--- src/hdl/err_report_pkg.sv ---
package err_report_pkg;
   localparam int unsigned NUM_CLASS = 18;
   localparam int unsigned ADDR_W = 8;
   localparam int unsigned DATA_W = 32;
   // Register byte addresses
   localparam logic [7:0] ENABLE_OFS = 8'h00;
   localparam logic [7:0] MASK_OFS = 8'h04;
   localparam logic [7:0] STATUS_OFS = 8'h08;
   localparam logic [17:0] ENABLE_RESET = 18'h00000;
   localparam logic [17:0] MASK_RESET = 18'h00000;
   localparam logic [17:0] STATUS_RESET = 18'h00000;
   // Field positions of the enable register
   localparam int unsigned BIT_LINK_DATA = 17;
   localparam int unsigned BIT_PROTOCOL = 16;
   localparam int unsigned BIT_CACHE_UNCORR = 15;
   localparam int unsigned BIT_CACHE_CORR = 14;
   localparam int unsigned BIT_ACCESS_TABLE = 13;
   localparam int unsigned BIT_TIMEOUT = 12;
   localparam int unsigned BIT_ATOMIC = 11;
   localparam int unsigned BIT_REMAP_WALK = 10;
   localparam int unsigned BIT_TARGET_ABORT = 9;
   localparam int unsigned BIT_MASTER_ABORT = 8;
   localparam int unsigned BIT_SYNC_LO = 5;
   localparam int unsigned BIT_CRC_LO = 2;
   localparam int unsigned BIT_DRAM_UNCORR = 1;
   localparam int unsigned BIT_DRAM_CORR = 0;
   localparam int unsigned NUM_LINK = 3;
   localparam logic [1:0] RESP_OKAY = 2'h0;
   localparam logic [1:0] RESP_SLVERR = 2'h2;
   localparam logic [31:0] ABORT_FILL = 32'hffffffff;
   localparam int unsigned WDOG_DEFAULT = 1024;
   // One bit per error class, laid out as in the enable register
   typedef struct packed {
      logic link_data;
      logic protocol;
      logic cache_uncorr;
      logic cache_corr;
      logic access_table;
      logic response_timeout;
      logic atomic_cmd;
      logic remap_walk;
      logic target_abort;
      logic master_abort;
      logic [2:0] sync_pkt;
      logic [2:0] crc;
      logic dram_uncorr;
      logic dram_corr;
   } err_class_type;
endpackage

--- src/hdl/report_gate.sv ---
`timescale 1ns/1ns
`default_nettype none
module report_gate (
   input wire logic clock,
   input wire logic srst,
   input wire logic detect,
   input wire logic enable,
   input wire logic masked,
   output logic report_r
);
   always_ff @(posedge clock) begin
      if (srst) begin
         report_r <= 1'b0;
      end else begin
         report_r <= detect & enable & ~masked;
      end
   end
endmodule
`default_nettype wire

--- src/hdl/response_watchdog.sv ---
`timescale 1ns/1ns
`default_nettype none
module response_watchdog #(
   parameter int unsigned LIMIT = 1024
) (
   input wire logic clock,
   input wire logic srst,
   input wire logic start,
   input wire logic response,
   output logic busy_r,
   output logic timeout_r
);
   localparam int unsigned CNT_W = $clog2(LIMIT + 1);
   localparam logic [CNT_W-1:0] CNT_ZERO = '0;
   localparam logic [CNT_W-1:0] CNT_LAST = CNT_W'(LIMIT - 1);
   logic [CNT_W-1:0] count_r;

   generate
      if (LIMIT < 2) begin : g_bad_limit
         $error("watchdog limit must be at least 2");
      end
   endgenerate

   // Outstanding access tracker; a timeout ends the wait
   always_ff @(posedge clock) begin
      if (srst) begin
         busy_r <= 1'b0;
         count_r <= CNT_ZERO;
         timeout_r <= 1'b0;
      end else begin
         timeout_r <= 1'b0;
         if (busy_r) begin
            if (response) begin
               busy_r <= 1'b0;
            end else if (count_r == CNT_LAST) begin
               busy_r <= 1'b0;
               timeout_r <= 1'b1;
            end else begin
               count_r <= count_r + 1'b1;
            end
         end else if (start) begin
            busy_r <= 1'b1;
            count_r <= CNT_ZERO;
         end
      end
   end
endmodule
`default_nettype wire

--- src/hdl/err_report_enables.sv ---
`timescale 1ns/1ns
`default_nettype none
module err_report_enables #(
   parameter int unsigned WDOG_CYCLES = err_report_pkg::WDOG_DEFAULT
) (
   input wire logic clock,
   input wire logic srst,
   input wire logic [err_report_pkg::ADDR_W-1:0] s_axi_awaddr,
   input wire logic s_axi_awvalid,
   output logic s_axi_awready,
   input wire logic [err_report_pkg::DATA_W-1:0] s_axi_wdata,
   input wire logic [3:0] s_axi_wstrb,
   input wire logic s_axi_wvalid,
   output logic s_axi_wready,
   output logic [1:0] s_axi_bresp,
   output logic s_axi_bvalid,
   input wire logic s_axi_bready,
   input wire logic [err_report_pkg::ADDR_W-1:0] s_axi_araddr,
   input wire logic s_axi_arvalid,
   output logic s_axi_arready,
   output logic [err_report_pkg::DATA_W-1:0] s_axi_rdata,
   output logic [1:0] s_axi_rresp,
   output logic s_axi_rvalid,
   input wire logic s_axi_rready,
   input wire err_report_pkg::err_class_type err_detect,
   input wire logic access_start,
   input wire logic access_resp,
   output err_report_pkg::err_class_type report,
   output logic dram_uncorr_check_en,
   output logic wdog_complete,
   output logic atomic_err_rsp,
   output logic abort_err_rsp,
   output logic [err_report_pkg::DATA_W-1:0] abort_rsp_data,
   output logic [err_report_pkg::NUM_LINK-1:0] sync_flood
);
   import err_report_pkg::*;

   logic [NUM_CLASS-1:0] enable_r;
   logic [NUM_CLASS-1:0] mask_r;
   logic [NUM_CLASS-1:0] status_r;
   logic [NUM_CLASS-1:0] status_nxt;
   logic [NUM_CLASS-1:0] event_v;
   logic [NUM_CLASS-1:0] report_v;
   err_class_type events;
   logic aw_held_r;
   logic w_held_r;
   logic [ADDR_W-1:0] aw_addr_r;
   logic [DATA_W-1:0] w_data_r;
   logic [3:0] w_strb_r;
   logic bvalid_r;
   logic [1:0] bresp_r;
   logic rvalid_r;
   logic [1:0] rresp_r;
   logic [DATA_W-1:0] rdata_r;
   logic wr_fire;
   logic [DATA_W-1:0] wr_data;
   logic [3:0] wr_strb;
   logic [ADDR_W-1:0] wr_addr;
   logic wdog_busy;
   logic wdog_timeout;
   logic atomic_rsp_r;
   logic abort_rsp_r;
   logic [DATA_W-1:0] abort_data_r;
   logic flood_r;

   // Byte-lane merge of a write into a register
   function automatic logic [NUM_CLASS-1:0] merge(
      input logic [NUM_CLASS-1:0] old,
      input logic [DATA_W-1:0] data,
      input logic [3:0] strb
   );
      logic [DATA_W-1:0] word;
      word = DATA_W'(old);
      for (int b = 0; b < 4; b++) begin
         if (strb[b]) begin
            word[8*b +: 8] = data[8*b +: 8];
         end
      end
      return word[NUM_CLASS-1:0];
   endfunction

   // Write address and data may arrive in either order
   assign s_axi_awready = !aw_held_r;
   assign s_axi_wready = !w_held_r;
   assign wr_addr = aw_held_r ? aw_addr_r : s_axi_awaddr;
   assign wr_data = w_held_r ? w_data_r : s_axi_wdata;
   assign wr_strb = w_held_r ? w_strb_r : s_axi_wstrb;
   assign wr_fire = (aw_held_r || s_axi_awvalid)
      && (w_held_r || s_axi_wvalid) && !bvalid_r;

   always_ff @(posedge clock) begin
      if (srst) begin
         aw_held_r <= 1'b0;
         aw_addr_r <= '0;
      end else if (wr_fire) begin
         aw_held_r <= 1'b0;
      end else if (s_axi_awvalid && !aw_held_r) begin
         aw_held_r <= 1'b1;
         aw_addr_r <= s_axi_awaddr;
      end
   end

   always_ff @(posedge clock) begin
      if (srst) begin
         w_held_r <= 1'b0;
         w_data_r <= '0;
         w_strb_r <= 4'h0;
      end else if (wr_fire) begin
         w_held_r <= 1'b0;
      end else if (s_axi_wvalid && !w_held_r) begin
         w_held_r <= 1'b1;
         w_data_r <= s_axi_wdata;
         w_strb_r <= s_axi_wstrb;
      end
   end

   always_ff @(posedge clock) begin
      if (srst) begin
         bvalid_r <= 1'b0;
         bresp_r <= RESP_OKAY;
      end else if (wr_fire) begin
         bvalid_r <= 1'b1;
         if (wr_addr == ENABLE_OFS || wr_addr == MASK_OFS
               || wr_addr == STATUS_OFS) begin
            bresp_r <= RESP_OKAY;
         end else begin
            bresp_r <= RESP_SLVERR;
         end
      end else if (s_axi_bready) begin
         bvalid_r <= 1'b0;
      end
   end

   assign s_axi_bvalid = bvalid_r;
   assign s_axi_bresp = bresp_r;

   // Enable register, one bit per error class
   always_ff @(posedge clock) begin
      if (srst) begin
         enable_r <= ENABLE_RESET;
      end else if (wr_fire && wr_addr == ENABLE_OFS) begin
         enable_r <= merge(enable_r, wr_data, wr_strb);
      end
   end

   // Bank logging mask, one bit per error class
   always_ff @(posedge clock) begin
      if (srst) begin
         mask_r <= MASK_RESET;
      end else if (wr_fire && wr_addr == MASK_OFS) begin
         mask_r <= merge(mask_r, wr_data, wr_strb);
      end
   end

   // Sticky detection status, write one to clear, set wins
   always_comb begin
      status_nxt = status_r;
      if (wr_fire && wr_addr == STATUS_OFS) begin
         status_nxt = status_r & ~merge('0, wr_data, wr_strb);
      end
      status_nxt = status_nxt | event_v;
   end

   always_ff @(posedge clock) begin
      if (srst) begin
         status_r <= STATUS_RESET;
      end else begin
         status_r <= status_nxt;
      end
   end

   // Read channel
   assign s_axi_arready = !rvalid_r;

   always_ff @(posedge clock) begin
      if (srst) begin
         rvalid_r <= 1'b0;
         rresp_r <= RESP_OKAY;
         rdata_r <= '0;
      end else if (s_axi_arvalid && !rvalid_r) begin
         rvalid_r <= 1'b1;
         rresp_r <= RESP_OKAY;
         case (s_axi_araddr)
            ENABLE_OFS: rdata_r <= DATA_W'(enable_r);
            MASK_OFS: rdata_r <= DATA_W'(mask_r);
            STATUS_OFS: rdata_r <= DATA_W'(status_r);
            default: begin
               rdata_r <= '0;
               rresp_r <= RESP_SLVERR;
            end
         endcase
      end else if (s_axi_rready) begin
         rvalid_r <= 1'b0;
      end
   end

   assign s_axi_rvalid = rvalid_r;
   assign s_axi_rresp = rresp_r;
   assign s_axi_rdata = rdata_r;

   // Watchdog on system accesses awaiting a response
   response_watchdog #(
      .LIMIT(WDOG_CYCLES)
   ) u_watchdog (
      .clock(clock),
      .srst(srst),
      .start(access_start),
      .response(access_resp),
      .busy_r(wdog_busy),
      .timeout_r(wdog_timeout)
   );

   // Completion of a stalled access never looks at the enable
   assign wdog_complete = wdog_timeout;

   // Masked DRAM uncorrectable errors are not even detected
   assign dram_uncorr_check_en = ~mask_r[BIT_DRAM_UNCORR];

   always_comb begin
      events = err_detect;
      events.response_timeout = wdog_timeout;
      events.dram_uncorr = err_detect.dram_uncorr
         & dram_uncorr_check_en;
   end

   assign event_v = events;

   // One gate per class: detect, enable and bank mask
   generate
      for (genvar i = 0; i < NUM_CLASS; i++) begin : g_gate
         report_gate u_gate (
            .clock(clock),
            .srst(srst),
            .detect(event_v[i]),
            .enable(enable_r[i]),
            .masked(mask_r[i]),
            .report_r(report_v[i])
         );
      end
   endgenerate

   assign report = report_v;

   // Error responses that ignore the reporting enables
   always_ff @(posedge clock) begin
      if (srst) begin
         atomic_rsp_r <= 1'b0;
      end else begin
         atomic_rsp_r <= err_detect.atomic_cmd;
      end
   end

   always_ff @(posedge clock) begin
      if (srst) begin
         abort_rsp_r <= 1'b0;
         abort_data_r <= '0;
      end else begin
         abort_rsp_r <= err_detect.target_abort
            | err_detect.master_abort;
         if (err_detect.target_abort || err_detect.master_abort) begin
            abort_data_r <= ABORT_FILL;
         end else begin
            abort_data_r <= '0;
         end
      end
   end

   assign atomic_err_rsp = atomic_rsp_r;
   assign abort_err_rsp = abort_rsp_r;
   assign abort_rsp_data = abort_data_r;

   // Sync flood holds until reset
   always_ff @(posedge clock) begin
      if (srst) begin
         flood_r <= 1'b0;
      end else if (|err_detect.sync_pkt || |err_detect.crc) begin
         flood_r <= 1'b1;
      end
   end

   assign sync_flood = {NUM_LINK{flood_r}};
endmodule
`default_nettype wire

--- config.mk ---
export PLATFORM = sky130hd
export DESIGN_NAME = err_report_enables
export DESIGN_NICKNAME = d
export VERILOG_FILES = /design/src/hdl/err_report_pkg.sv /design/src/hdl/report_gate.sv /design/src/hdl/response_watchdog.sv /design/src/hdl/err_report_enables.sv
export SDC_FILE = /design/constraint.sdc
export NUM_CORES = 1
export LEC_CHECK = 0
export ABC_AREA = 1
export BUFFER_PORTS_ARGS = -buffer_cell sky130_fd_sc_hd__buf_2
export CAP_MARGIN = 20
export CORE_UTILIZATION = 40
export DETAILED_ROUTE_END_ITERATION = 12
export GPL_ROUTABILITY_DRIVEN = 0
export HOLD_SLACK_MARGIN = 0.02
export MAX_ROUTING_LAYER = met4
export PLACE_DENSITY = 0.73
export REMOVE_ABC_BUFFERS = 1
export SLEW_MARGIN = 20
export SYNTH_ARGS = -nofsm -noshare
export SYNTH_HDL_FRONTEND = slang
export SYNTH_SLANG_ARGS = --single-unit
--- constraint.sdc ---
create_clock -name clock -period 1.8 [get_ports clock]
set_clock_uncertainty 0.05 [all_clocks]
set_input_delay 0.09 -clock clock [delete_from_list [all_inputs] [get_ports clock]]
set_output_delay 0.09 -clock clock [all_outputs]
set_load 0.01 [all_outputs]
== Word-level counts from Yosys, hierarchy flattened ==
Cells that the tools add are included.

* Register bits after elaboration: 189
* Input port bits: 79
* Output and inout port bits: 98
* Logic and storage cells: 175

* $add $sub $neg: 1
* Equal/unequal tests: 7
* Multiplexer cells: 27
* Bitwise gates (word level): 61
* Reduce and logical (&&, ||, !) cells: 37

{| class="wikitable"
|+ Operators with widths
! operator !! count
|-
| $pmux 18 s3 || 1
|-
| $mux 11 || 4
|-
| $mux 8 || 5
|-
| $and 1x1->1 || 37
|-
| $mux 18 || 2
|-
| $mux 32 || 1
|-
| $not 1->1 || 20
|-
| $and 18x18->18 || 1
|-
| $not 18->18 || 1
|-
| $or 18x18->18 || 1
|-
| $eq 8x3->1 const B || 2
|-
| $eq 8x4->1 const B || 2
|-
| $logic_not 8->1 || 2
|-
| $reduce_and 2->1 || 8
|-
| $reduce_or 3->1 || 4
|-
| $add 11x1->11 const B || 1
|-
| $eq 11x10->1 const B || 1
|-
| $mux 1 || 9
|-
| $logic_and 1x1->1 || 8
|-
| $mux 2 || 4
|-
| $logic_or 1x1->1 || 6
|-
| $reduce_bool 2->1 || 3
|-
| $logic_not 1->1 || 4
|-
| $ne 2x2->1 const B || 2
|-
| other kinds (4) || 4
|}

== Longest topological paths before layout ==
* Depth after elaboration: 9
* Gate-level depth with buffers: 11
* Gate-level depth less buffers: 10

== Cells and area by module ==
A second synthesis with hierarchy kept.

* Cell total of the unflattened synthesis: 1083
* Area total of the unflattened synthesis: 7203.2 um2

{| class="wikitable"
|+ By module, submodules not included
! module !! times used !! cells each !! area an instance (um2) !! sequential area each (um2)
|-
| err_report_enables || 1 || 864 || 5745.5 || 2202.1
|-
| report_gate || 18 || 6 || 41.3 || 20.0
|-
| response_watchdog || 1 || 111 || 714.4 || 260.2
|}

== Least setup slack after synthesis ==
OpenSTA, ideal clock, no wires.

* Path kind: reg-to-reg
* Start: reg aw_held_r
* End: reg enable_r[0]
* Setup time: 0.110 ns
* Arrival: 1.304 ns
* Required time: 1.640 ns
* Slack: 0.336 ns
* Cell stages (with the launch flop): 12
* Path buffers: 2
* Period minus slack after synthesis: 1.464 ns
* Cells stage by stage: dfxtp_1 > buf_6 > inv_4 > nand2_2 > nand2_2 > nor2_1 > nand2_2 > nor2_8 > buf_6 > nand4_1 > nand2_1 > nor2_1

* Longest elaborated chain between the ends: 5
* Elaborated cells between the ends (all ways): 7
* Classes of those cells: mux: 1; reduce/logical: 6

{| class="wikitable"
|+ RTL lines
! item !! line !! text
|-
| from (decl) || err_report_enables.sv:45 || <nowiki>logic aw_held_r;</nowiki>
|-
| from (signal assigned) || err_report_enables.sv:93 || <nowiki>aw_held_r <= 1'b0;</nowiki>
|-
| from (signal assigned) || err_report_enables.sv:96 || <nowiki>aw_held_r <= 1'b0;</nowiki>
|-
| from (signal assigned) || err_report_enables.sv:98 || <nowiki>aw_held_r <= 1'b1;</nowiki>
|-
| parallel branches: the longest is 3 deep, another holds $mux 8 || n/a ||
|-
| $logic_and 1x1->1 (*) || err_report_enables.sv:141 || <nowiki>end else if (wr_fire && wr_addr == ENABLE_OFS) begin</nowiki>
|-
| $reduce_and 2->1 (no line) (*) || n/a ||
|-
| to (signal assigned) || err_report_enables.sv:142 || <nowiki>enable_r <= merge(enable_r, wr_data, wr_strb);</nowiki>
|-
| to (decl) || err_report_enables.sv:38 || <nowiki>logic [NUM_CLASS-1:0] enable_r;</nowiki>
|}

Every way passes the cells marked *.
A chain may end at the register's enable or synchronous reset.

== Worst setup path after layout ==
* Start: reg w_held_r
* End: reg status_r[7]

* Longest elaborated chain between the ends: 7
* Elaborated cells between the ends (all ways): 12
* Classes of those cells: mux: 5; bitwise: 3; reduce/logical: 4

{| class="wikitable"
|+ RTL lines
! item !! line !! text
|-
| from (decl) || err_report_enables.sv:46 || <nowiki>logic w_held_r;</nowiki>
|-
| from (signal assigned) || err_report_enables.sv:105 || <nowiki>w_held_r <= 1'b0;</nowiki>
|-
| from (signal assigned) || err_report_enables.sv:109 || <nowiki>w_held_r <= 1'b0;</nowiki>
|-
| from (signal assigned) || err_report_enables.sv:111 || <nowiki>w_held_r <= 1'b1;</nowiki>
|-
| $mux 18 / $mux 3 (equally long branches) || err_report_enables.sv:86, err_report_enables.sv:87 ||
|-
| $mux 8 || err_report_enables.sv:75 || <nowiki>if (strb[b]) begin</nowiki>
|-
| $mux 8 || err_report_enables.sv:158 || <nowiki>if (wr_fire && wr_addr == STATUS_OFS) begin</nowiki>
|-
| $not 18->18 || err_report_enables.sv:159 || <nowiki>status_nxt = status_r & ~merge('0, wr_data, wr_strb);</nowiki>
|-
| $and 18x18->18 || err_report_enables.sv:159 ||
|-
| $mux 18 (*) || err_report_enables.sv:158 ||
|-
| $or 18x18->18 (*) || err_report_enables.sv:161 || <nowiki>status_nxt = status_nxt | event_v;</nowiki>
|-
| to (signal assigned) || err_report_enables.sv:168 || <nowiki>status_r <= status_nxt;</nowiki>
|-
| to (decl) || err_report_enables.sv:40 || <nowiki>logic [NUM_CLASS-1:0] status_r;</nowiki>
|}

Every way passes the cells marked *; elsewhere a longest branch is shown, timed or not. The select of a mux whose other input is x is not followed.

==> out/metrics.csv <==
metric,value,unit
Worst Reg2Reg Path Length in Cells,7,
synthesis-to-layout area growth,25.9,%
relative max-transition margin,0.538,
largest buffer count on any clock path,2,
number of hold violations in the final report,0,
area of the mapped netlist,0.00715,mm²
cells traversed along the worst timing path,"buf_12, buf_4, o21ai_0, nor2_1, nand4_1, nand2_1, a21oi_1",
synthesized area per cell,6.88,µm²
library cell used as clock root buffer,clkbuf_16,
number of standard cells in the final layout excluding fillers,1430,
share of the synthesized netlist area taken by xor and xnor gates,0.00245,
final critical delay including setup and external delays,1.65,ns
DRC violation count after routing,0,
All-Layer GR Usage,0.211,
number of levels in the clock H-tree,4,
cells taking the most area after synthesis,"dfxtp_1, nand2_1, inv_1",
endpoint of the worst-slack reg-to-reg timing path,status_r[7],
fraction of the mapped netlist area in compound gates,0.0959,
synthesized-area fraction occupied by adder cells,0.00175,
Die Ht,136,µm
beginning of the worst register-to-register path,w_held_r,
CTS sink cnt,141,
die boundary width,136,µm
number of maximum-capacitance violations,0,
number of enable flip-flop cells after synthesis,0,
FF+latch area,0.00283,mm²
count of nets after finishing,1272,
overflow left after global routing,0,
area occupied by multi-input gates,0.00304,mm²
n_diodes,0,
slack of the critical path,0.153,ns
classification of the worst-slack hold path,primary input to flip-flop,
RSZ-0062 raised after global routing,no,
hold path start,srst,
Total Wirelength,18.4,mm
clock tree from TritonCTS,done,
net switching power,2.06,mW
Critical Path Source Type,flip-flop,
Final Max Slew Viols,0,
cell count after placement,1342,
hold-critical path endpoint,enable_r[8],
required time of the worst setup path,2.10,ns
number of failing setup endpoints in the final timing report,0,
maximum clock frequency,607,MHz
Worst R2R Setup Slack,0.15,ns
sw frac,0.250,
"share of synthesized cell area in and, or, nand and nor gates",0.314,
via count of the first global-routing pass,6169,
number of input and output port buffers inserted,144,
pwr dens,916,mW/mm²
overall die area,0.0184,mm²
Worst setup EP type,flip-flop,
Yosys top cell area share,0.395,
outcome,"complete, no violations",
detailed placement HPWL,12.1,mm
"leading cell type in the layout, fill and taps excluded",nand2_1,
Post-Syn Instances,1039,
placement row count,48,
ys async rst share,0,
number of clock buffers inserted by TritonCTS,17,
Synth Register Bits,141,
combinational family with the most area after synthesis,simple AND/OR/NAND/NOR gates,
clock share of power,0.468,
starting density of the core,0.412,
cell with the biggest individual delay on the critical path,o21ai_0,
top cell type by total area after synthesis,dfxtp_1,
fraction of the cycle the final worst path needs,0.915,
cell leakage power,4.18,nW
share of cell area taken by muxes after synthesis,0,
Synth Warn #,0,
placement-stage worst setup slack,0.0253,ns
count of TritonRoute iterations in the first routing pass,6,
Clock Latency Late Sink,0.42,ns
Critical Path AT,1.95,ns
sequential group share of total power,0.401,
layout cell share with drive strength beyond 1,0.205,
number of primary I/O pins,177,
count of cells along the worst hold path,4,
post-detailed-route count of antenna-violating nets,0,
top fanout value on the critical path,25,
number of unique standard cell types used by synthesis,34,
Comb power frac,0.132,
highest cell delay on the worst timing path,0.37,ns
total power,8.25,mW
core box area,0.0174,mm²
post-detailed-route via-to-cell ratio,4.77,
Worst Hold Slack,0.0749,ns
routed wirelength normalized by instance count,12.9,µm
total number of vias,6823,
slew of the pin with the lowest slew margin,0.693,ns
DR iter-0 viols,366,
"top library cells by usage in the layout, fill and taps aside","nand2_1, inv_1, buf_2, dfxtp_1, nor2_1",
fill cell count,1683,
number of antenna violations at the first check in global routing,0,
"Primary FF master, synth",dfxtp_1,
worst voltage drop across the vdd grid,0.000742,V
wire length of the first global-routing pass,29.5,mm
Pint,6.18,mW
clock transition at the registers of the reported paths,0.06,ns
register area share after synthesis,0.395,
critical path start-end classification,flip-flop to flip-flop,
pin count of the biggest net entering global routing,43,
## what timing repair did
action	CTS	global route
hold buffers	53	0
setup buffers	0	3
gates resized for setup	0	5
setup endpoints to repair	0	58
hold endpoints to repair	73	0
## how the worst max path moves through the flow
| stage | from | end |
|---|---|---|
| floorplan | abort_rsp_data[30] | abort_err_rsp |
| global placement | aw_held_r | status_r[10] |
| detailed placement | aw_held_r | status_r[10] |
| CTS | aw_held_r | enable_r[8] |
| global route | u_watchdog.count_r[6] | u_watchdog.count_r[7] |
| finish | w_held_r | status_r[7] |
## sequential cells by signal, indices dropped and copies added (netlist names)
register	count
enable_r	18
g_gate.u_gate.report_r	18
mask_r	18
s_axi_rdata	18
status_r	18
w_data_r	18
u_watchdog.count_r	11
aw_addr_r	8
w_strb_r	3
abort_rsp_data	1
atomic_err_rsp	1
aw_held_r	1
flood_r	1
s_axi_bresp	1
s_axi_bvalid	1
s_axi_rresp	1
s_axi_rvalid	1
u_watchdog.busy_r	1
u_watchdog.timeout_r	1
w_held_r	1
## power groups by stage
stage               combinational [mW]  clock [mW]  sequential, mW
floorplan                        0.501           0            3.41
global placement                 0.964           0            3.37
detailed placement               0.978           0            3.37
CTS                               1.07        3.91            3.30
global route                      1.21        4.05            3.32
finish                            1.09        3.86            3.30
## per-stage QoR
stage           util  instance area, µm²  TNS, ns
2_1_floorplan      -                6420   -49.21
3_3_place_gp   0.448                7780        0
3_5_place_dp   0.448                7780        0
4_1_cts        0.516                8960        0
5_1_grt        0.519                9000        0
6_report       0.519                9000        0
## cell type report
class / count / area share
Multi-Input combinational cell: 642 / 0.337
Inverter: 153 / 0.0646
Tap cell: 225 / 0.0313
Timing Repair Buffer: 237 / 0.181
Clock inverter: 11 / 0.0210
Clock buffer: 21 / 0.0512
Sequential cell: 141 / 0.314
## kinds of logic after synthesis
kind of cell,after synthesis
and+or+nand+nor,491
buffers and inverters,271
DFF,141
AOI/OAI and AO/OA,132
xor gates and xnor gates,2
adders and majority gates,1
other,1
## routing by layer
layer	vias to the layer above	track usage	share of wire
met5	-	-	0
met4	0	0.0655	0.015
met3	20	0.0426	0.056
met2	212	0.354	0.49
met1	3059	0.253	0.44
li1	3532	-	-
## synthesized netlist by cell type, drive strengths merged (2+ instances only)
cell type / count
a21oi: 71
buf: 96
clkbuf: 22
dfxtp: 141
inv: 152
nand2: 227
nand3: 83
nand4: 48
nor2: 108
nor3: 7
nor4: 17
o21ai: 56
xor2: 2
## worst max-delay path, delay by kind of cell (launching register included)
kind | cells | cell delay, ns
compound gates | 2 | 0.51
flops | 1 | 0.36
buf+inv | 2 | 0.35
simple gates | 3 | 0.29
Note: power is estimated with default switching activity, not from simulation.
